==> src/common/mmgp_pkg.sv <==
/*
   Constants, register map and types of the seven-pin multi-mode gpio port.
   Assumes a 50 MHz system clock and an APB master with 32-bit data.
*/
package mmgp_pkg;
   localparam int NPIN = 7;
   localparam int ADDR_W = 8;
   localparam int MODE_W = 2 * NPIN;
   localparam logic [7:0] OFS_MODE = 8'h00;
   localparam logic [7:0] OFS_OUT = 8'h04;
   localparam logic [7:0] OFS_IN = 8'h08;
   localparam logic [7:0] OFS_ALARM = 8'h0c;
   localparam logic [7:0] OFS_BUZ = 8'h10;
   localparam logic [7:0] OFS_IRQ_STAT = 8'h14;
   localparam logic [7:0] OFS_IRQ_MASK = 8'h18;
   typedef enum logic [1:0] {
      MMGP_IN = 2'b00,
      MMGP_OUT = 2'b01,
      MMGP_ALT = 2'b10,
      MMGP_BAD = 2'b11
   } mmgp_mode_t;
   typedef enum logic {
      APB_IDLE = 1'b0,
      APB_DONE = 1'b1
   } mmgp_apb_t;
   // per pin: bit0 input, bit1 output, bit2 alternate; pin6 .. pin0
   localparam logic [3*NPIN-1:0] PIN_CAPS = {3'h7, 3'h7, 3'h3, 3'h3, 3'h3, 3'h2, 3'h1};
   localparam logic [MODE_W-1:0] MODE_RST = 14'h0004;
   localparam logic [NPIN-1:0] OUT_RST = 7'h02;
   localparam int IDX_OC = 1;
   localparam int IDX_ALARM = 5;
   localparam int IDX_BUZ = 6;
   localparam int IRQ_W = 3;
   localparam int IRQ_ALARM = 0;
   localparam int IRQ_REJECT = 1;
   localparam int IRQ_INCHG = 2;
   localparam logic [IRQ_W-1:0] IRQ_RST = 3'h0;
   localparam int ALARM_CLR_BIT = 0;
   localparam int BUZ_HALF_W = 16;
   localparam int BUZ_EN_BIT = 16;
   localparam logic [BUZ_HALF_W:0] BUZ_RST = 17'h00000;
   localparam int CLK_NS = 20;
   localparam int TICK_NS = 1000;
   localparam int TICK_CYC = (TICK_NS + CLK_NS - 1) / CLK_NS;
   localparam int TICK_W = 6;
endpackage

==> src/mmgp_sync.sv <==
/*
   Three-stage input synchroniser with agreement filter.
   Assumes asynchronous pin levels and one system clock.
*/
`timescale 1ns/1ps
module mmgp_sync #(
   parameter int W = 7
) (
   input wire logic i_sys_clk,
   input wire logic i_rst_n,
   input wire logic [W-1:0] i_async,
   output logic [W-1:0] o_level
);
   logic [W-1:0] ff1;
   logic [W-1:0] ff2;
   logic [W-1:0] ff3;

   always_ff @(posedge i_sys_clk or negedge i_rst_n) begin
      if (!i_rst_n) begin
         ff1 <= '0;
         ff2 <= '0;
         ff3 <= '0;
      end else begin
         ff1 <= i_async;
         ff2 <= ff1;
         ff3 <= ff2;
      end
   end

   // a change counts once stages two and three agree
   always_ff @(posedge i_sys_clk or negedge i_rst_n) begin
      if (!i_rst_n) begin
         o_level <= '0;
      end else begin
         o_level <= (ff2 & ~(ff2 ^ ff3)) | (o_level & (ff2 ^ ff3));
      end
   end
endmodule

==> src/mmgp_tone.sv <==
/*
   Square wave tone generator for the buzzer output.
   Assumes a one-cycle tick enable from the block's divider.
*/
`timescale 1ns/1ps
module mmgp_tone #(
   parameter int HALF_W = 16
) (
   input wire logic i_sys_clk,
   input wire logic i_rst_n,
   input wire logic i_tick,
   input wire logic i_en,
   input wire logic [HALF_W-1:0] i_half,
   output logic o_wave
);
   logic [HALF_W-1:0] cnt;
   logic [HALF_W-1:0] last;

   // a half period of zero is taken as one tick
   assign last = (i_half == '0) ? '0 : i_half - 1'b1;

   always_ff @(posedge i_sys_clk or negedge i_rst_n) begin
      if (!i_rst_n) begin
         cnt <= '0;
         o_wave <= 1'b0;
      end else if (!i_en) begin
         cnt <= '0;
         o_wave <= 1'b0;
      end else if (i_tick) begin
         if (cnt >= last) begin
            cnt <= '0;
            o_wave <= ~o_wave;
         end else begin
            cnt <= cnt + 1'b1;
         end
      end
   end
endmodule

==> src/mmgp_top.sv <==
/*
   Seven-pin multi-mode gpio port with APB register access, alarm latch,
   buzzer tone output and a level interrupt.
   Assumes an APB master on i_sys_clk and asynchronous pin inputs.
*/
`timescale 1ns/1ps
module mmgp_top
   import mmgp_pkg::*;
(
   input wire logic i_sys_clk,
   input wire logic i_rst_n,
   input wire logic i_psel,
   input wire logic i_penable,
   input wire logic i_pwrite,
   input wire logic [ADDR_W-1:0] i_paddr,
   input wire logic [31:0] i_pwdata,
   output logic o_pready,
   output logic [31:0] o_prdata,
   output logic o_pslverr,
   input wire logic [NPIN-1:0] i_pin_in,
   output logic [NPIN-1:0] o_pin_out,
   output logic [NPIN-1:0] o_pin_oe,
   input wire logic i_alarm_start,
   output logic o_irq
);

   mmgp_apb_t apb_state;
   logic [MODE_W-1:0] mode;
   logic [NPIN-1:0] out_lvl;
   logic [NPIN-1:0] pin_lvl;
   logic [NPIN-1:0] pin_lvl_d;
   logic alarm;
   logic [BUZ_HALF_W:0] buz;
   logic buz_wave;
   logic [IRQ_W-1:0] irq_stat;
   logic [IRQ_W-1:0] irq_mask;
   logic [IRQ_W-1:0] irq_set;
   logic [TICK_W-1:0] tick_cnt;
   logic tick;
   logic commit;
   logic wr_mode;
   logic wr_out;
   logic wr_alarm;
   logic wr_buz;
   logic wr_stat;
   logic wr_mask;
   logic reject;
   logic [NPIN-1:0] in_mask;
   logic [31:0] next_prdata;
   logic next_pslverr;

   // whether a pin offers a mode
   function automatic logic mode_ok(input int pin, input logic [1:0] m);
      logic [2:0] caps;
      caps = PIN_CAPS[3*pin +: 3];
      case (m)
         MMGP_IN: mode_ok = caps[0];
         MMGP_OUT: mode_ok = caps[1];
         MMGP_ALT: mode_ok = caps[2];
         default: mode_ok = 1'b0;
      endcase
   endfunction

   // whether an address is mapped
   function automatic logic addr_ok(input logic [ADDR_W-1:0] a);
      case (a)
         OFS_MODE, OFS_OUT, OFS_IN, OFS_ALARM, OFS_BUZ, OFS_IRQ_STAT, OFS_IRQ_MASK: addr_ok = 1'b1;
         default: addr_ok = 1'b0;
      endcase
   endfunction

   // apb: one wait cycle, answer registered
   always_ff @(posedge i_sys_clk or negedge i_rst_n) begin
      if (!i_rst_n) begin
         apb_state <= APB_IDLE;
      end else begin
         case (apb_state)
            APB_IDLE: begin
               if (i_psel && i_penable) begin
                  apb_state <= APB_DONE;
               end
            end
            APB_DONE: begin
               apb_state <= APB_IDLE;
            end
            default: begin
               apb_state <= APB_IDLE;
            end
         endcase
      end
   end

   always_ff @(posedge i_sys_clk or negedge i_rst_n) begin
      if (!i_rst_n) begin
         o_pready <= 1'b0;
         o_prdata <= 32'h00000000;
         o_pslverr <= 1'b0;
      end else if (apb_state == APB_IDLE && i_psel && i_penable) begin
         o_pready <= 1'b1;
         o_prdata <= i_pwrite ? 32'h00000000 : next_prdata;
         o_pslverr <= next_pslverr;
      end else begin
         o_pready <= 1'b0;
         o_prdata <= 32'h00000000;
         o_pslverr <= 1'b0;
      end
   end

   assign commit = (apb_state == APB_DONE) && i_psel && i_penable && i_pwrite && addr_ok(i_paddr);
   assign wr_mode = commit && (i_paddr == OFS_MODE);
   assign wr_out = commit && (i_paddr == OFS_OUT);
   assign wr_alarm = commit && (i_paddr == OFS_ALARM);
   assign wr_buz = commit && (i_paddr == OFS_BUZ);
   assign wr_stat = commit && (i_paddr == OFS_IRQ_STAT);
   assign wr_mask = commit && (i_paddr == OFS_IRQ_MASK);

   // read mux
   always_comb begin
      next_prdata = 32'h00000000;
      next_pslverr = !addr_ok(i_paddr);
      case (i_paddr)
         OFS_MODE: next_prdata[MODE_W-1:0] = mode;
         OFS_OUT: next_prdata[NPIN-1:0] = out_lvl;
         OFS_IN: next_prdata[NPIN-1:0] = pin_lvl & in_mask;
         OFS_ALARM: next_prdata[ALARM_CLR_BIT] = alarm;
         OFS_BUZ: next_prdata[BUZ_HALF_W:0] = buz;
         OFS_IRQ_STAT: next_prdata[IRQ_W-1:0] = irq_stat;
         OFS_IRQ_MASK: next_prdata[IRQ_W-1:0] = irq_mask;
         default: next_prdata = 32'h00000000;
      endcase
   end

   // pins currently in input mode
   always_comb begin
      in_mask = '0;
      for (int i = 0; i < NPIN; i++) begin
         in_mask[i] = (mode[2*i +: 2] == MMGP_IN);
      end
   end

   // mode request check
   always_comb begin
      reject = 1'b0;
      for (int i = 0; i < NPIN; i++) begin
         if (!mode_ok(i, i_pwdata[2*i +: 2])) begin
            reject = wr_mode;
         end
      end
   end

   // mode register, per-pin acceptance
   always_ff @(posedge i_sys_clk or negedge i_rst_n) begin
      if (!i_rst_n) begin
         mode <= MODE_RST;
      end else if (wr_mode) begin
         for (int i = 0; i < NPIN; i++) begin
            if (mode_ok(i, i_pwdata[2*i +: 2])) begin
               mode[2*i +: 2] <= i_pwdata[2*i +: 2];
            end
         end
      end
   end

   // output level register
   always_ff @(posedge i_sys_clk or negedge i_rst_n) begin
      if (!i_rst_n) begin
         out_lvl <= OUT_RST;
      end else if (wr_out) begin
         out_lvl <= i_pwdata[NPIN-1:0];
      end
   end

   // alarm latch: start wins over the clearing command
   always_ff @(posedge i_sys_clk or negedge i_rst_n) begin
      if (!i_rst_n) begin
         alarm <= 1'b0;
      end else if (i_alarm_start) begin
         alarm <= 1'b1;
      end else if (wr_alarm && i_pwdata[ALARM_CLR_BIT]) begin
         alarm <= 1'b0;
      end
   end

   // buzzer control
   always_ff @(posedge i_sys_clk or negedge i_rst_n) begin
      if (!i_rst_n) begin
         buz <= BUZ_RST;
      end else if (wr_buz) begin
         buz <= i_pwdata[BUZ_HALF_W:0];
      end
   end

   // tick divider
   always_ff @(posedge i_sys_clk or negedge i_rst_n) begin
      if (!i_rst_n) begin
         tick_cnt <= '0;
         tick <= 1'b0;
      end else if (tick_cnt == TICK_W'(TICK_CYC - 1)) begin
         tick_cnt <= '0;
         tick <= 1'b1;
      end else begin
         tick_cnt <= tick_cnt + 1'b1;
         tick <= 1'b0;
      end
   end

   mmgp_tone #(
      .HALF_W(BUZ_HALF_W)
   ) u_tone (
      .i_sys_clk(i_sys_clk),
      .i_rst_n(i_rst_n),
      .i_tick(tick),
      .i_en(buz[BUZ_EN_BIT] && (mode[2*IDX_BUZ +: 2] == MMGP_ALT)),
      .i_half(buz[BUZ_HALF_W-1:0]),
      .o_wave(buz_wave)
   );

   mmgp_sync #(
      .W(NPIN)
   ) u_sync (
      .i_sys_clk(i_sys_clk),
      .i_rst_n(i_rst_n),
      .i_async(i_pin_in),
      .o_level(pin_lvl)
   );

   always_ff @(posedge i_sys_clk or negedge i_rst_n) begin
      if (!i_rst_n) begin
         pin_lvl_d <= '0;
      end else begin
         pin_lvl_d <= pin_lvl;
      end
   end

   // pin drivers
   always_ff @(posedge i_sys_clk or negedge i_rst_n) begin
      if (!i_rst_n) begin
         o_pin_out <= '0;
         o_pin_oe <= '0;
      end else begin
         for (int i = 0; i < NPIN; i++) begin
            case (mode[2*i +: 2])
               MMGP_OUT: begin
                  if (i == IDX_OC) begin
                     o_pin_out[i] <= 1'b0;
                     o_pin_oe[i] <= ~out_lvl[i];
                  end else begin
                     o_pin_out[i] <= out_lvl[i];
                     o_pin_oe[i] <= 1'b1;
                  end
               end
               MMGP_ALT: begin
                  o_pin_oe[i] <= 1'b1;
                  if (i == IDX_ALARM) begin
                     o_pin_out[i] <= alarm;
                  end else if (i == IDX_BUZ) begin
                     o_pin_out[i] <= buz_wave;
                  end else begin
                     o_pin_out[i] <= 1'b0;
                  end
               end
               default: begin
                  o_pin_out[i] <= 1'b0;
                  o_pin_oe[i] <= 1'b0;
               end
            endcase
         end
      end
   end

   // interrupt events
   always_comb begin
      irq_set = '0;
      irq_set[IRQ_ALARM] = i_alarm_start;
      irq_set[IRQ_REJECT] = reject;
      irq_set[IRQ_INCHG] = |((pin_lvl ^ pin_lvl_d) & in_mask);
   end

   // sticky status, write one to clear, set wins
   always_ff @(posedge i_sys_clk or negedge i_rst_n) begin
      if (!i_rst_n) begin
         irq_stat <= IRQ_RST;
      end else if (wr_stat) begin
         irq_stat <= (irq_stat & ~i_pwdata[IRQ_W-1:0]) | irq_set;
      end else begin
         irq_stat <= irq_stat | irq_set;
      end
   end

   always_ff @(posedge i_sys_clk or negedge i_rst_n) begin
      if (!i_rst_n) begin
         irq_mask <= IRQ_RST;
      end else if (wr_mask) begin
         irq_mask <= i_pwdata[IRQ_W-1:0];
      end
   end

   always_ff @(posedge i_sys_clk or negedge i_rst_n) begin
      if (!i_rst_n) begin
         o_irq <= 1'b0;
      end else begin
         o_irq <= |(irq_stat & irq_mask);
      end
   end
endmodule

==> config.mk <==
export PLATFORM = sky130hd
export DESIGN_NAME = mmgp_top
export DESIGN_NICKNAME = d
export VERILOG_FILES = /design/src/common/mmgp_pkg.sv /design/src/mmgp_sync.sv /design/src/mmgp_tone.sv /design/src/mmgp_top.sv
export SDC_FILE = /design/constraint.sdc
export NUM_CORES = 1
export LEC_CHECK = 0
export ABC_CLOCK_PERIOD_IN_PS = 8800
export BUFFER_PORTS_ARGS = -buffer_cell sky130_fd_sc_hd__buf_4
export CELL_PAD_IN_SITES_DETAIL_PLACEMENT = 0
export CELL_PAD_IN_SITES_GLOBAL_PLACEMENT = 1
export CORE_MARGIN = 2
export CORE_UTILIZATION = 48
export CTS_BUF_LIST = sky130_fd_sc_hd__clkbuf_4 sky130_fd_sc_hd__clkbuf_8 sky130_fd_sc_hd__clkbuf_16
export DETAILED_ROUTE_END_ITERATION = 8
export GPL_TIMING_DRIVEN = 0
export PLACE_DENSITY = 0.95
export RECOVER_POWER = 25
export SYNTH_ARGS = -nofsm -noshare
export SYNTH_HDL_FRONTEND = slang
export SYNTH_SLANG_ARGS = --single-unit
==> constraint.sdc <==
create_clock -name i_sys_clk -period 8.8 [get_ports i_sys_clk]
set_input_delay 0.88 -clock i_sys_clk [delete_from_list [all_inputs] [get_ports i_sys_clk]]
set_output_delay 0.88 -clock i_sys_clk [all_outputs]
set_load 0.03 [all_outputs]
Word-level counts from Yosys, hierarchy flattened
Index checks and enable logic that the tools add are counted.
W data, S select, Z words.

storage, ports and cells
  flip-flop bits (word level) = 153
  latch bits = 0
  bits in writable memories = 0
  ROM bits = 0
  input port bits = 53
  output and inout bits = 49
  word-level logic and storage cells = 191
  memories = 0

operators by class
  $add $sub $neg = 3
  $mul = 0
  divide/modulo/power cells = 0
  magnitude comparators = 1
  eq/ne operators = 31
  shift operators = 0
  muxes and demuxes = 58
  bitwise logic cells = 16
  reductions and logical operators = 54

operators with widths
  operator                 number
  $mux W16                 4
  $mux W1                  41
  $mux W17                 2
  $and A7 B7 Y7            4
  $eq A2 B1 Y1 const B     13
  $logic_not A2 Y1         13
  $eq A8 B5 Y1 const B     3
  $eq A2 B2 Y1 const B     9
  $reduce_or A2 Y1         9
  $add A16 B1 Y16 const B  1
  $eq A8 B4 Y1 const B     2
  $ge A16 B16 Y1           1
  $logic_not A16 Y1        1
  $pmux W4 S4              1
  $reduce_and A2 Y1        8
  $sub A16 B1 Y16 const B  1
  $logic_and A1 B1 Y1      15
  $pmux W7 S2              1
  $reduce_or A7 Y1         2
  $xor A7 B7 Y7            2
  $pmux W2 S6              1
  $reduce_or A3 Y1         3
  $eq A8 B3 Y1 const B     1
  $logic_not A8 Y1         1
  other kinds (15)         24

Longest topological paths before layout
Gate-level depths: netlist of the first run.

  depth after elaboration = 14
  mapped depth = 14
  depth with buffers taken out = 13

Cells and area by module
A second synthesis of the first run with hierarchy kept.

unflattened totals
  cells, all modules = 580
  area, all modules = 6611.3 um2

modules (own cells, without submodules)
  module     times used  cells each  area an instance (um2)  sequential area each (um2)
  mmgp_top   1           346         4199.0                  2329.7
  mmgp_tone  1           199         1632.8                  425.4
  mmgp_sync  1           35          779.5                   700.7

Least setup slack after synthesis of the first run
OpenSTA, ideal clock, no wires.

  path type = flip-flop to flip-flop
  from = register buz[4]
  to = register u_tone.cnt[1]
  setup time = 0.121 ns
  arrival time = 3.305 ns
  required time = 8.679 ns
  setup slack = 5.374 ns
  stages on the path, launching flop included = 14
  buffers on the path = 1
  cells stage by stage = dfrtp_1 -> or3_1 -> nor3_2 -> nand3_1 -> nor4_1 -> xor2_1 -> nand2_1 -> ha_1 -> nand4_1 -> or4_1 -> a31oi_2 -> nor3_4 -> buf_6 -> a22o_1

between the ends
  cells in the longest elaborated chain, start to end = 6
  elaborated cells on any way between the ends = 7
  classes of those cells = 1 x add/sub; 1 x order compare; 4 x mux; 1 x reduce/logical

ends and longest elaborated chain
  element                                                      line             RTL
  from (decl)                                                  mmgp_top.sv:33   logic [BUZ_HALF_W:0] buz;
  from (signal assigned)                                       mmgp_top.sv:189  buz <= i_pwdata[BUZ_HALF_W:0];
  $sub A16 B1 Y16 / $logic_not A16 Y1 (equally long branches)  mmgp_tone.sv:20  assign last = (i_half == '0) ? '0 : i_half - 1'b1;
  $mux W16 (*)                                                 mmgp_tone.sv:20
  $ge A16 B16 Y1 (*)                                           mmgp_tone.sv:30  if (cnt >= last) begin
  $mux W16 (*)                                                 mmgp_tone.sv:30
  $mux W16 (*)                                                 mmgp_tone.sv:29  end else if (i_tick) begin
  $mux W16 (*)                                                 mmgp_tone.sv:26  end else if (!i_en) begin
  to (signal assigned)                                         mmgp_tone.sv:34  cnt <= cnt + 1'b1;
  to (decl)                                                    mmgp_tone.sv:16  logic [HALF_W-1:0] cnt;

Every way passes the cells marked *; elsewhere a longest branch is shown, timed or not. The select of a mux whose other input is x is not followed.
A chain may end at the register's enable or synchronous reset.

Final worst setup path of the first run
  from = register buz[4]
  to = register u_tone.cnt[15]

Same word-level chain as after synthesis.

==> results_tabular.tex, run 1 <==
\begin{tabular}{lr}
\hline
Metric & Value \\
\hline
\multicolumn{2}{l}{\textbf{Place}} \\
HPWL after detailed placement & 10.7 mm \\
Number of port buffers & 70 \\
Placed insts & 836 \\
Final Wtd Congestion & 0.887 \\
\multicolumn{2}{l}{\textbf{Setup path}} \\
Worst reg2reg path startpoint & buz[4] \\
Cell-by-cell listing of the critical path & or3\_1 > nor3\_2 > nand3\_1 > nor4\_1 > xor2\_1 > nand2\_1 > ha\_1 > nand4\_1 > or4\_1 > a31oi\_2 > nor3\_4 > buf\_2 > nand3\_1 > nand3\_1 \\
Reg-to-reg critical path endpoint & u\_tone.cnt[15] \\
Worst path most repeated cell & sky130\_fd\_sc\_hd\_\_nand3\_1 \\
Critical path launch point type & flip-flop \\
Nature of the critical path endpoint & flip-flop \\
Critical-path cell with the highest stage delay & sky130\_fd\_sc\_hd\_\_or4\_1 \\
Signal arrival time at the worst endpoint & 4.23 ns \\
Maximum fanout encountered on the critical timing path & 10 \\
Delay contributed by the slowest stage of the critical path & 0.61 ns \\
Required time of the critical path & 9.10 ns \\
Slack of the worst reg-to-reg path & 4.87 ns \\
Critical path class & flip-flop to flip-flop \\
Reg2Reg Depth & 14 \\
\multicolumn{2}{l}{\textbf{Final layout}} \\
Area Growth Syn to Fin & 21.9\% \\
Diodes inserted & 0 \\
Most frequent cells in the layout & 136 x sky130\_fd\_sc\_hd\_\_dfrtp\_1, 79 x sky130\_fd\_sc\_hd\_\_buf\_4, 45 x sky130\_fd\_sc\_hd\_\_nand2\_1 \\
Register cell area after layout & 0.00346 mm2 \\
Commonest non-fill, non-tap cell in the layout & sky130\_fd\_sc\_hd\_\_dfrtp\_1 \\
Share of cells above drive strength 1 & 0.243 \\
Area of the multi-input gates & 0.00279 mm2 \\
Final net count & 770 \\
Core occupancy in the finished layout & 0.597 \\
Filler instances & 1097 \\
Filler-free cell count of the finished design & 868 \\
\multicolumn{2}{l}{\textbf{Pwr}} \\
Power share of the combinational group & 0.045 \\
Total power consumption of the routed design & 1.44 mW \\
Total power density per cell area & 182 mW/mm2 \\
Fraction of power consumed by sequential logic & 0.455 \\
Internal cell power & 1.10 mW \\
Switching power as a share of total power & 0.237 \\
Clock network fraction of design power & 0.500 \\
Switching pwr & 0.341 mW \\
Maximum ir drop on the vdd rail & 0.159 mV \\
Leakage power summed over all cells & 3.84 nW \\
\multicolumn{2}{l}{\textbf{Clock tree}} \\
Cell at the root of the clock tree & sky130\_fd\_sc\_hd\_\_clkbuf\_16 \\
Number of resized instances in the post-cts repair step & 0 \\
Clock sink count & 138 \\
Post-CTS Setup Repair Bufs & 0 \\
Clock buffer count from CTS & 17 \\
CTS hold repair buffers & 0 \\
Clock latency on the worst-skew pair & 0.43 ns \\
Clock tree from TritonCTS & yes \\
H-Tree Level Count & 4 \\
Buffer depth of the longest clock path & 2 \\
Register clock-pin slew on the reported worst setup and hold paths & 0.06 ns \\
\multicolumn{2}{l}{\textbf{STA}} \\
Post-route minimum period & 3.93 ns \\
Final-report max-slew violation count & 63 \\
RSZ-0062 raised after global routing & false \\
Slew of the pin with the lowest slew margin & 3.35 ns \\
Final number of hold-violating endpoints & 0 \\
Final clock skew & 0.00922 ns \\
Worst hold slack after final layout & 0.348 ns \\
Post-Route Setup TNS & 0 ns \\
Relative slew margins & -1.23 \\
Max Fclk & 254 MHz \\
Ratio of final minimum period to clock period & 0.447 \\
Total setup violations reported at the end of the flow & 0 \\
\multicolumn{2}{l}{\textbf{GRT}} \\
Number of global-route vias before repair & 4730 \\
Aggregate global-route resource usage & 0.219 \\
Wire length of the first global-routing pass & 24.4 mm \\
Initial antenna violation count & 0 \\
Pin count of the biggest net entering global routing & 77 \\
Grt ovf & 0 \\
\multicolumn{2}{l}{\textbf{Run status}} \\
Violated checks & max-capacitance violations, max-slew violations \\
Status & finished, violations left \\
\multicolumn{2}{l}{\textbf{Synth}} \\
Syn avg cell area & 11.3 um2 \\
Combined area of all synthesized cells & 0.00649 mm2 \\
Ys flop type & sky130\_fd\_sc\_hd\_\_dfrtp\_1 \\
Flip-flop and latch count after synthesis & 138 \\
Area fraction of the dominant cell type after synthesis & 0.524 \\
Async set-or-reset flop fraction in the synthesized netlist & 1.00 \\
Synthesis warning total & 0 \\
Number of enable flip-flop cells after synthesis & 0 \\
Post-synthesis instance total & 574 \\
Count of unique library cells instantiated by Yosys & 61 \\
Leading cell types by total area after synthesis & sky130\_fd\_sc\_hd\_\_dfrtp\_1 52\%, sky130\_fd\_sc\_hd\_\_ha\_1 7.3\%, sky130\_fd\_sc\_hd\_\_mux2\_2 4.9\% \\
Library cell with the largest summed area after synthesis & sky130\_fd\_sc\_hd\_\_dfrtp\_1 \\
Portion of the post-synthesis area used by sequential elements & 0.533 \\
\multicolumn{2}{l}{\textbf{Route}} \\
DRC & 0 \\
Remaining number of nets flagged by the antenna check after routing & 0 \\
DR vias & 4630 \\
Iter 0 DRT Violations & 349 \\
Routed wire length per instance & 16.9 um \\
Vias per cell & 5.33 \\
Number of search-and-repair iterations in the first detailed-routing pass & 5 \\
Wirelength, routed & 14.7 mm \\
\multicolumn{2}{l}{\textbf{Die}} \\
I/O pin count & 102 \\
Die extent in x & 120 um \\
Initial Utilization & 0.490 \\
Die ar. & 0.0145 mm2 \\
CORE AREA & 0.0132 mm2 \\
Row count & 42 \\
Chip Height & 120 um \\
\multicolumn{2}{l}{\textbf{Worst hold path}} \\
Hold Crit Depth & 0 \\
Worst hold path class & flip-flop to flip-flop \\
Startpoint of the most critical hold path & u\_sync.ff1[6] \\
Sink of the worst hold path & u\_sync.ff2[6] \\
\multicolumn{2}{l}{\textbf{Job}} \\
Max Cap Violations & 1 \\
\hline
\end{tabular}
## logic make-up after synthesis
group                    Yosys count  share of synthesized area
other                              1                   0.000578
AO/OA/AOI/OAI                     88                     0.0920
AND/OR/NAND/NOR                  186                      0.153
adder cells (fa/ha/maj)           45                     0.0841
flip-flops                       138                      0.533
buffers and inverters             58                     0.0461
XOR/XNOR                          25                     0.0337
multiplexers                      33                     0.0584
## worst max path at each step
stage          slack (ns)   start              to
5_1_grt              4.48  buz[4]  u_tone.cnt[15]
3_3_place_gp         5.00  buz[4]  u_tone.cnt[15]
4_1_cts              4.87  buz[4]  u_tone.cnt[11]
3_5_place_dp         4.91  buz[4]   u_tone.cnt[7]
6_report             4.87  buz[4]  u_tone.cnt[15]
2_1_floorplan        5.37  buz[4]   u_tone.cnt[1]
## power by group through the flow
stage	clock network, mW	logic (mW)	registers (mW)
after floorplan	0	0.0287	0.666
after global placement	0	0.0622	0.666
after detailed placement	0	0.0651	0.667
after CTS	0.734	0.0657	0.655
after global routing	0.758	0.0713	0.657
final	0.721	0.0648	0.656
## through the flow
stage          area (um2)  setup slack [ns]
2_1_floorplan        6550              5.37
3_3_place_gp         7290              5.00
3_5_place_dp         7320              4.91
4_1_cts              7920              4.87
5_1_grt              7910              4.48
6_report             7910              4.87
## cell usage after synthesis, types with 4 or more instances
| master | number |
|---|---|
| sky130_fd_sc_hd__nor4_1 | 4 |
| sky130_fd_sc_hd__maj3_1 | 7 |
| sky130_fd_sc_hd__dfrtp_1 | 136 |
| sky130_fd_sc_hd__ha_1 | 38 |
| sky130_fd_sc_hd__nor2_1 | 39 |
| sky130_fd_sc_hd__inv_1 | 26 |
| sky130_fd_sc_hd__buf_4 | 17 |
| sky130_fd_sc_hd__xnor2_1 | 8 |
| sky130_fd_sc_hd__a32oi_1 | 6 |
| sky130_fd_sc_hd__mux2_2 | 28 |
| sky130_fd_sc_hd__nand4_1 | 9 |
| sky130_fd_sc_hd__a22o_1 | 4 |
| sky130_fd_sc_hd__nor3_1 | 8 |
| sky130_fd_sc_hd__a22oi_1 | 17 |
| sky130_fd_sc_hd__nand3_1 | 27 |
| sky130_fd_sc_hd__nand2_1 | 45 |
| sky130_fd_sc_hd__a21oi_1 | 25 |
| sky130_fd_sc_hd__a21o_1 | 5 |
| sky130_fd_sc_hd__and3_1 | 5 |
| sky130_fd_sc_hd__o21ai_0 | 12 |
| sky130_fd_sc_hd__nor2b_1 | 7 |
| sky130_fd_sc_hd__clkbuf_1 | 10 |
| sky130_fd_sc_hd__nand2b_1 | 5 |
| sky130_fd_sc_hd__and2_1 | 12 |
| sky130_fd_sc_hd__xor2_1 | 17 |
## worst max-delay path, delay by kind of cell, from the launching register on
family,cells,cell delay (ns)
AO/OA/AOI/OAI,1,0.30
XOR/XNOR,1,0.18
adder cells (fa/ha/maj),1,0.30
buffers and inverters,1,0.24
flip-flops,1,0.44
AND/OR/NAND/NOR,10,2.36
## registers in the layout, summed over array words and instances, names as in the netlist, 14 cells and up, named ones only
name / cells
u_tone.cnt: 16
buz: 17
mode: 14
o_prdata: 17
## cell type report
class,instances,share of cell area
flip-flops and latches,138,0.437
multi-input cells,393,0.353
repair buffers,71,0.0694
clock buffers,18,0.0547
well taps,176,0.0278
plain buffers,32,0.0255
clock inverters,14,0.0206
inverters,26,0.0123
## routing by layer
metal	share of wire	track usage
met1	0.42	0.280
met2	0.51	0.358
met3	0.047	0.0561
met4	0.023	0.0836
met5	0	0
No activity file was read; power rests on OpenSTA's default activity.
==> inputs of run 2 (changes only) <==
ABC_CLOCK_PERIOD_IN_PS = 3500   (was 8800)
CORE_UTILIZATION = 41   (was 48)
PLACE_DENSITY = 0.89   (was 0.95)
clock period = 3.5 ns   (was 8.8 ns; I/O delays follow)
==> run 2 against run 1 <==
The flow finishes with violations (max-capacitance violations, max-slew violations, negative setup slack). Largest power group unchanged. First-iteration DRC count up 0.57%. Combinational power increased to 2.5 times the previous value. Count of clock-buffer cells in the layout is the same. Register-to-register slack worse by 5.1 ns. Non-clock buffer count up 13. Power increased by 140%. Sequential share of layout area decreased by 1.3 points.
==> results_tabular.tex, run 2 (synthesis gave the netlist of run 1 again) <==
\begin{tabular}{lr}
\hline
Metric & Value \\
\hline
\multicolumn{2}{l}{\textbf{Clock tree}} \\
Register clock-pin slew on the reported worst setup and hold paths & 0.06 ns (about the same) \\
Clock sink count & 138 (unchanged) \\
H-Tree Level Count & 4 (unchanged) \\
Clock latency on the worst-skew pair & 0.42 ns (about the same) \\
Clock tree from TritonCTS & yes \\
Cell at the root of the clock tree & sky130\_fd\_sc\_hd\_\_clkbuf\_16 \\
Buffer depth of the longest clock path & 2 (unchanged) \\
Clock buffer count from CTS & 17 (unchanged) \\
\multicolumn{2}{l}{\textbf{Route}} \\
Vias per cell & 5.16 (-3.2\%) \\
Wirelength, routed & 15.1 mm (+3.2\%) \\
DRC & 0 (unchanged) \\
Remaining number of nets flagged by the antenna check after routing & 0 (unchanged) \\
Routed wire length per instance & 16.5 um (-2.2\%) \\
DR vias & 4729 (+2.1\%) \\
Number of search-and-repair iterations in the first detailed-routing pass & 6 (+1) \\
Iter 0 DRT Violations & 351 (+0.57\%) \\
\multicolumn{2}{l}{\textbf{Final layout}} \\
Most frequent cells in the layout & 135 x sky130\_fd\_sc\_hd\_\_dfrtp\_1, 92 x sky130\_fd\_sc\_hd\_\_buf\_4, 45 x sky130\_fd\_sc\_hd\_\_nand2\_1 \\
Area Growth Syn to Fin & 25.7\% \\
Diodes inserted & 0 (unchanged) \\
Core occupancy in the finished layout & 0.533 (-0.0646) \\
Commonest non-fill, non-tap cell in the layout & sky130\_fd\_sc\_hd\_\_dfrtp\_1 \\
Area of the multi-input gates & 0.00291 mm2 (+4.4\%) \\
Register cell area after layout & 0.00346 mm2 (about the same) \\
Filler-free cell count of the finished design & 916 (+5.5\%) \\
Final net count & 783 (+1.7\%) \\
Share of cells above drive strength 1 & 0.277 (+0.0338) \\
Filler instances & 1366 (+25\%) \\
Largest registers & buz (17), o\_prdata (17), u\_tone.cnt (16) \\
\multicolumn{2}{l}{\textbf{GRT}} \\
Initial antenna violation count & 0 (unchanged) \\
Aggregate global-route resource usage & 0.187 (-0.0313) \\
Number of global-route vias before repair & 4853 (+2.6\%) \\
Pin count of the biggest net entering global routing & 105 (+36\%) \\
Wire length of the first global-routing pass & 24.3 mm (-0.20\%) \\
Grt ovf & 0 (unchanged) \\
\multicolumn{2}{l}{\textbf{STA}} \\
Total setup violations reported at the end of the flow & 17 (+17) \\
RSZ-0062 raised after global routing & true \\
Post-Route Setup TNS & -2.55 ns (-2.55 ns) \\
Final worst slack & -0.187 ns (-5.05 ns) \\
Relative slew margins & -0.287 (+0.947) \\
Slew of the pin with the lowest slew margin & 1.93 ns (-1.42 ns) \\
Final number of hold-violating endpoints & 0 (unchanged) \\
Max Fclk & 271 MHz (+6.7\%) \\
Post-route minimum period & 3.69 ns (-0.246 ns) \\
Final clock skew & 0.0121 ns (+0.00284 ns) \\
Ratio of final minimum period to clock period & 1.05 (+0.607) \\
Final-report max-slew violation count & 35 (-44\%) \\
\multicolumn{2}{l}{\textbf{Setup path}} \\
Critical path class & flip-flop to flip-flop \\
Worst path most repeated cell & sky130\_fd\_sc\_hd\_\_nor3\_4 \\
Reg-to-reg critical path endpoint & u\_tone.cnt[1] \\
Delay contributed by the slowest stage of the critical path & 0.61 ns (about the same) \\
Maximum fanout encountered on the critical timing path & 10 (unchanged) \\
Required time of the critical path & 3.80 ns (-5.30 ns) \\
Reg2Reg Depth & 13 (-1) \\
Critical-path cell with the highest stage delay & sky130\_fd\_sc\_hd\_\_or4\_4 \\
Critical path launch point type & flip-flop \\
Slack of the worst reg-to-reg path & -0.19 ns (-5.05 ns) \\
Signal arrival time at the worst endpoint & 3.98 ns (-0.25 ns) \\
Cell-by-cell listing of the critical path & or3\_4 > nor3\_4 > nand3\_4 > nor4\_4 > xor2\_1 > nand2\_1 > ha\_1 > nand4\_1 > or4\_4 > a31oi\_4 > nor3\_4 > buf\_6 > a22o\_1 \\
Nature of the critical path endpoint & flip-flop \\
Worst reg2reg path startpoint & buz[4] \\
\multicolumn{2}{l}{\textbf{Die}} \\
Row count & 45 (+7.1\%) \\
Die ar. & 0.0168 mm2 (+16\%) \\
I/O pin count & 102 (unchanged) \\
Die extent in x & 130 um (+7.9\%) \\
Initial Utilization & 0.424 (-0.0663) \\
CORE AREA & 0.0153 mm2 (+16\%) \\
Chip Height & 130 um (+7.9\%) \\
\multicolumn{2}{l}{\textbf{Worst hold path}} \\
Hold Crit Depth & 1 (+1) \\
Startpoint of the most critical hold path & i\_pin\_in[1] \\
Sink of the worst hold path & u\_sync.ff1[1] \\
Worst hold path class & input pin to flip-flop \\
\multicolumn{2}{l}{\textbf{Run status}} \\
Violated checks & max-capacitance violations, max-slew violations, negative setup slack \\
Status & finished, violations left \\
\multicolumn{2}{l}{\textbf{Pwr}} \\
Switching pwr & 0.830 mW (+140\%) \\
Leakage power summed over all cells & 3.90 nW (+1.6\%) \\
Fraction of power consumed by sequential logic & 0.467 (+0.012) \\
Internal cell power & 2.70 mW (+150\%) \\
Power share of the combinational group & 0.046 (about the same) \\
Total power consumption of the routed design & 3.53 mW (+140\%) \\
Maximum ir drop on the vdd rail & 0.391 mV (+150\%) \\
Total power density per cell area & 433 mW/mm2 (+140\%) \\
Clock network fraction of design power & 0.487 (-0.013) \\
Switching power as a share of total power & 0.235 (-0.00173) \\
\multicolumn{2}{l}{\textbf{Place}} \\
HPWL after detailed placement & 10.8 mm (+0.61\%) \\
Setup slack at placement & -0.441 ns (-5.35 ns) \\
Final Wtd Congestion & 0.820 (-7.6\%) \\
Placed insts & 871 (+4.2\%) \\
Number of port buffers & 70 (unchanged) \\
\multicolumn{2}{l}{\textbf{Job}} \\
Max Cap Violations & 1 (unchanged) \\
\hline
\end{tabular}
run 2: timing repair:
item                                    CTS  global route
endpoints found under the setup margin   17            17
hold endpoints to repair                 34             0
buffers inserted                          8             4
gates resized for setup                  13            10
hold buffers                              1             0
pin swaps                                 4             5
run 2: final cells by class:
type | count | area share
Clock inverter | 14 | 0.0164
Multi-Input combinational cell | 393 | 0.357
Timing Repair Buffer | 84 | 0.0796
Sequential cell | 138 | 0.424
Tap cell | 211 | 0.0324
Clock buffer | 18 | 0.0538
Inverter | 26 | 0.0120
Buffer | 32 | 0.0251
run 2: critical path: cells and delay by family, from the launching register on:
kind                     cells  cell delay [ns]
AO/OA/AOI/OAI                2             0.45
XOR/XNOR                     1             0.21
adder cells (fa/ha/maj)      1             0.30
buffers and inverters        1             0.17
flip-flops                   1             0.39
AND/OR/NAND/NOR              8             2.04
run 2: routing by layer:
metal	vias up	wire, um	track usage
met5	-	0	0
met4	0	404	0.0810
met3	30	608	0.0353
met2	143	7710	0.319
met1	2334	6410	0.235
li1	2222	-	-
run 2: worst max-delay path by stage:
stage	startpoint	end	slack (ns)	cells past startpoint
4_1_cts	buz[4]	u_tone.cnt[15]	-0.18	13
6_report	buz[4]	u_tone.cnt[1]	-0.19	13
3_5_place_dp	buz[4]	u_tone.cnt[7]	-0.44	14
2_1_floorplan	buz[4]	u_tone.cnt[1]	0.07	13
3_3_place_gp	buz[4]	u_tone.cnt[15]	-0.32	14
5_1_grt	buz[4]	u_tone.cnt[2]	-0.34	14
run 2: through the flow:
stage	hold WS, ns	cell area (um2)
after floorplan	0.0544	6550
after global placement	0.333	7330
after detailed placement	0.261	7370
after CTS	0.00700	8070
after global routing	0.0403	8160
final	0.0527	8160
run 2: power by group through the flow:
stage	clock (mW)	combinational, mW	sequential (mW)
6_report	1.72	0.163	1.65
5_1_grt	1.81	0.180	1.65
4_1_cts	1.76	0.167	1.65
3_5_place_dp	0	0.165	1.68
3_3_place_gp	0	0.157	1.67
2_1_floorplan	0	0.0721	1.67
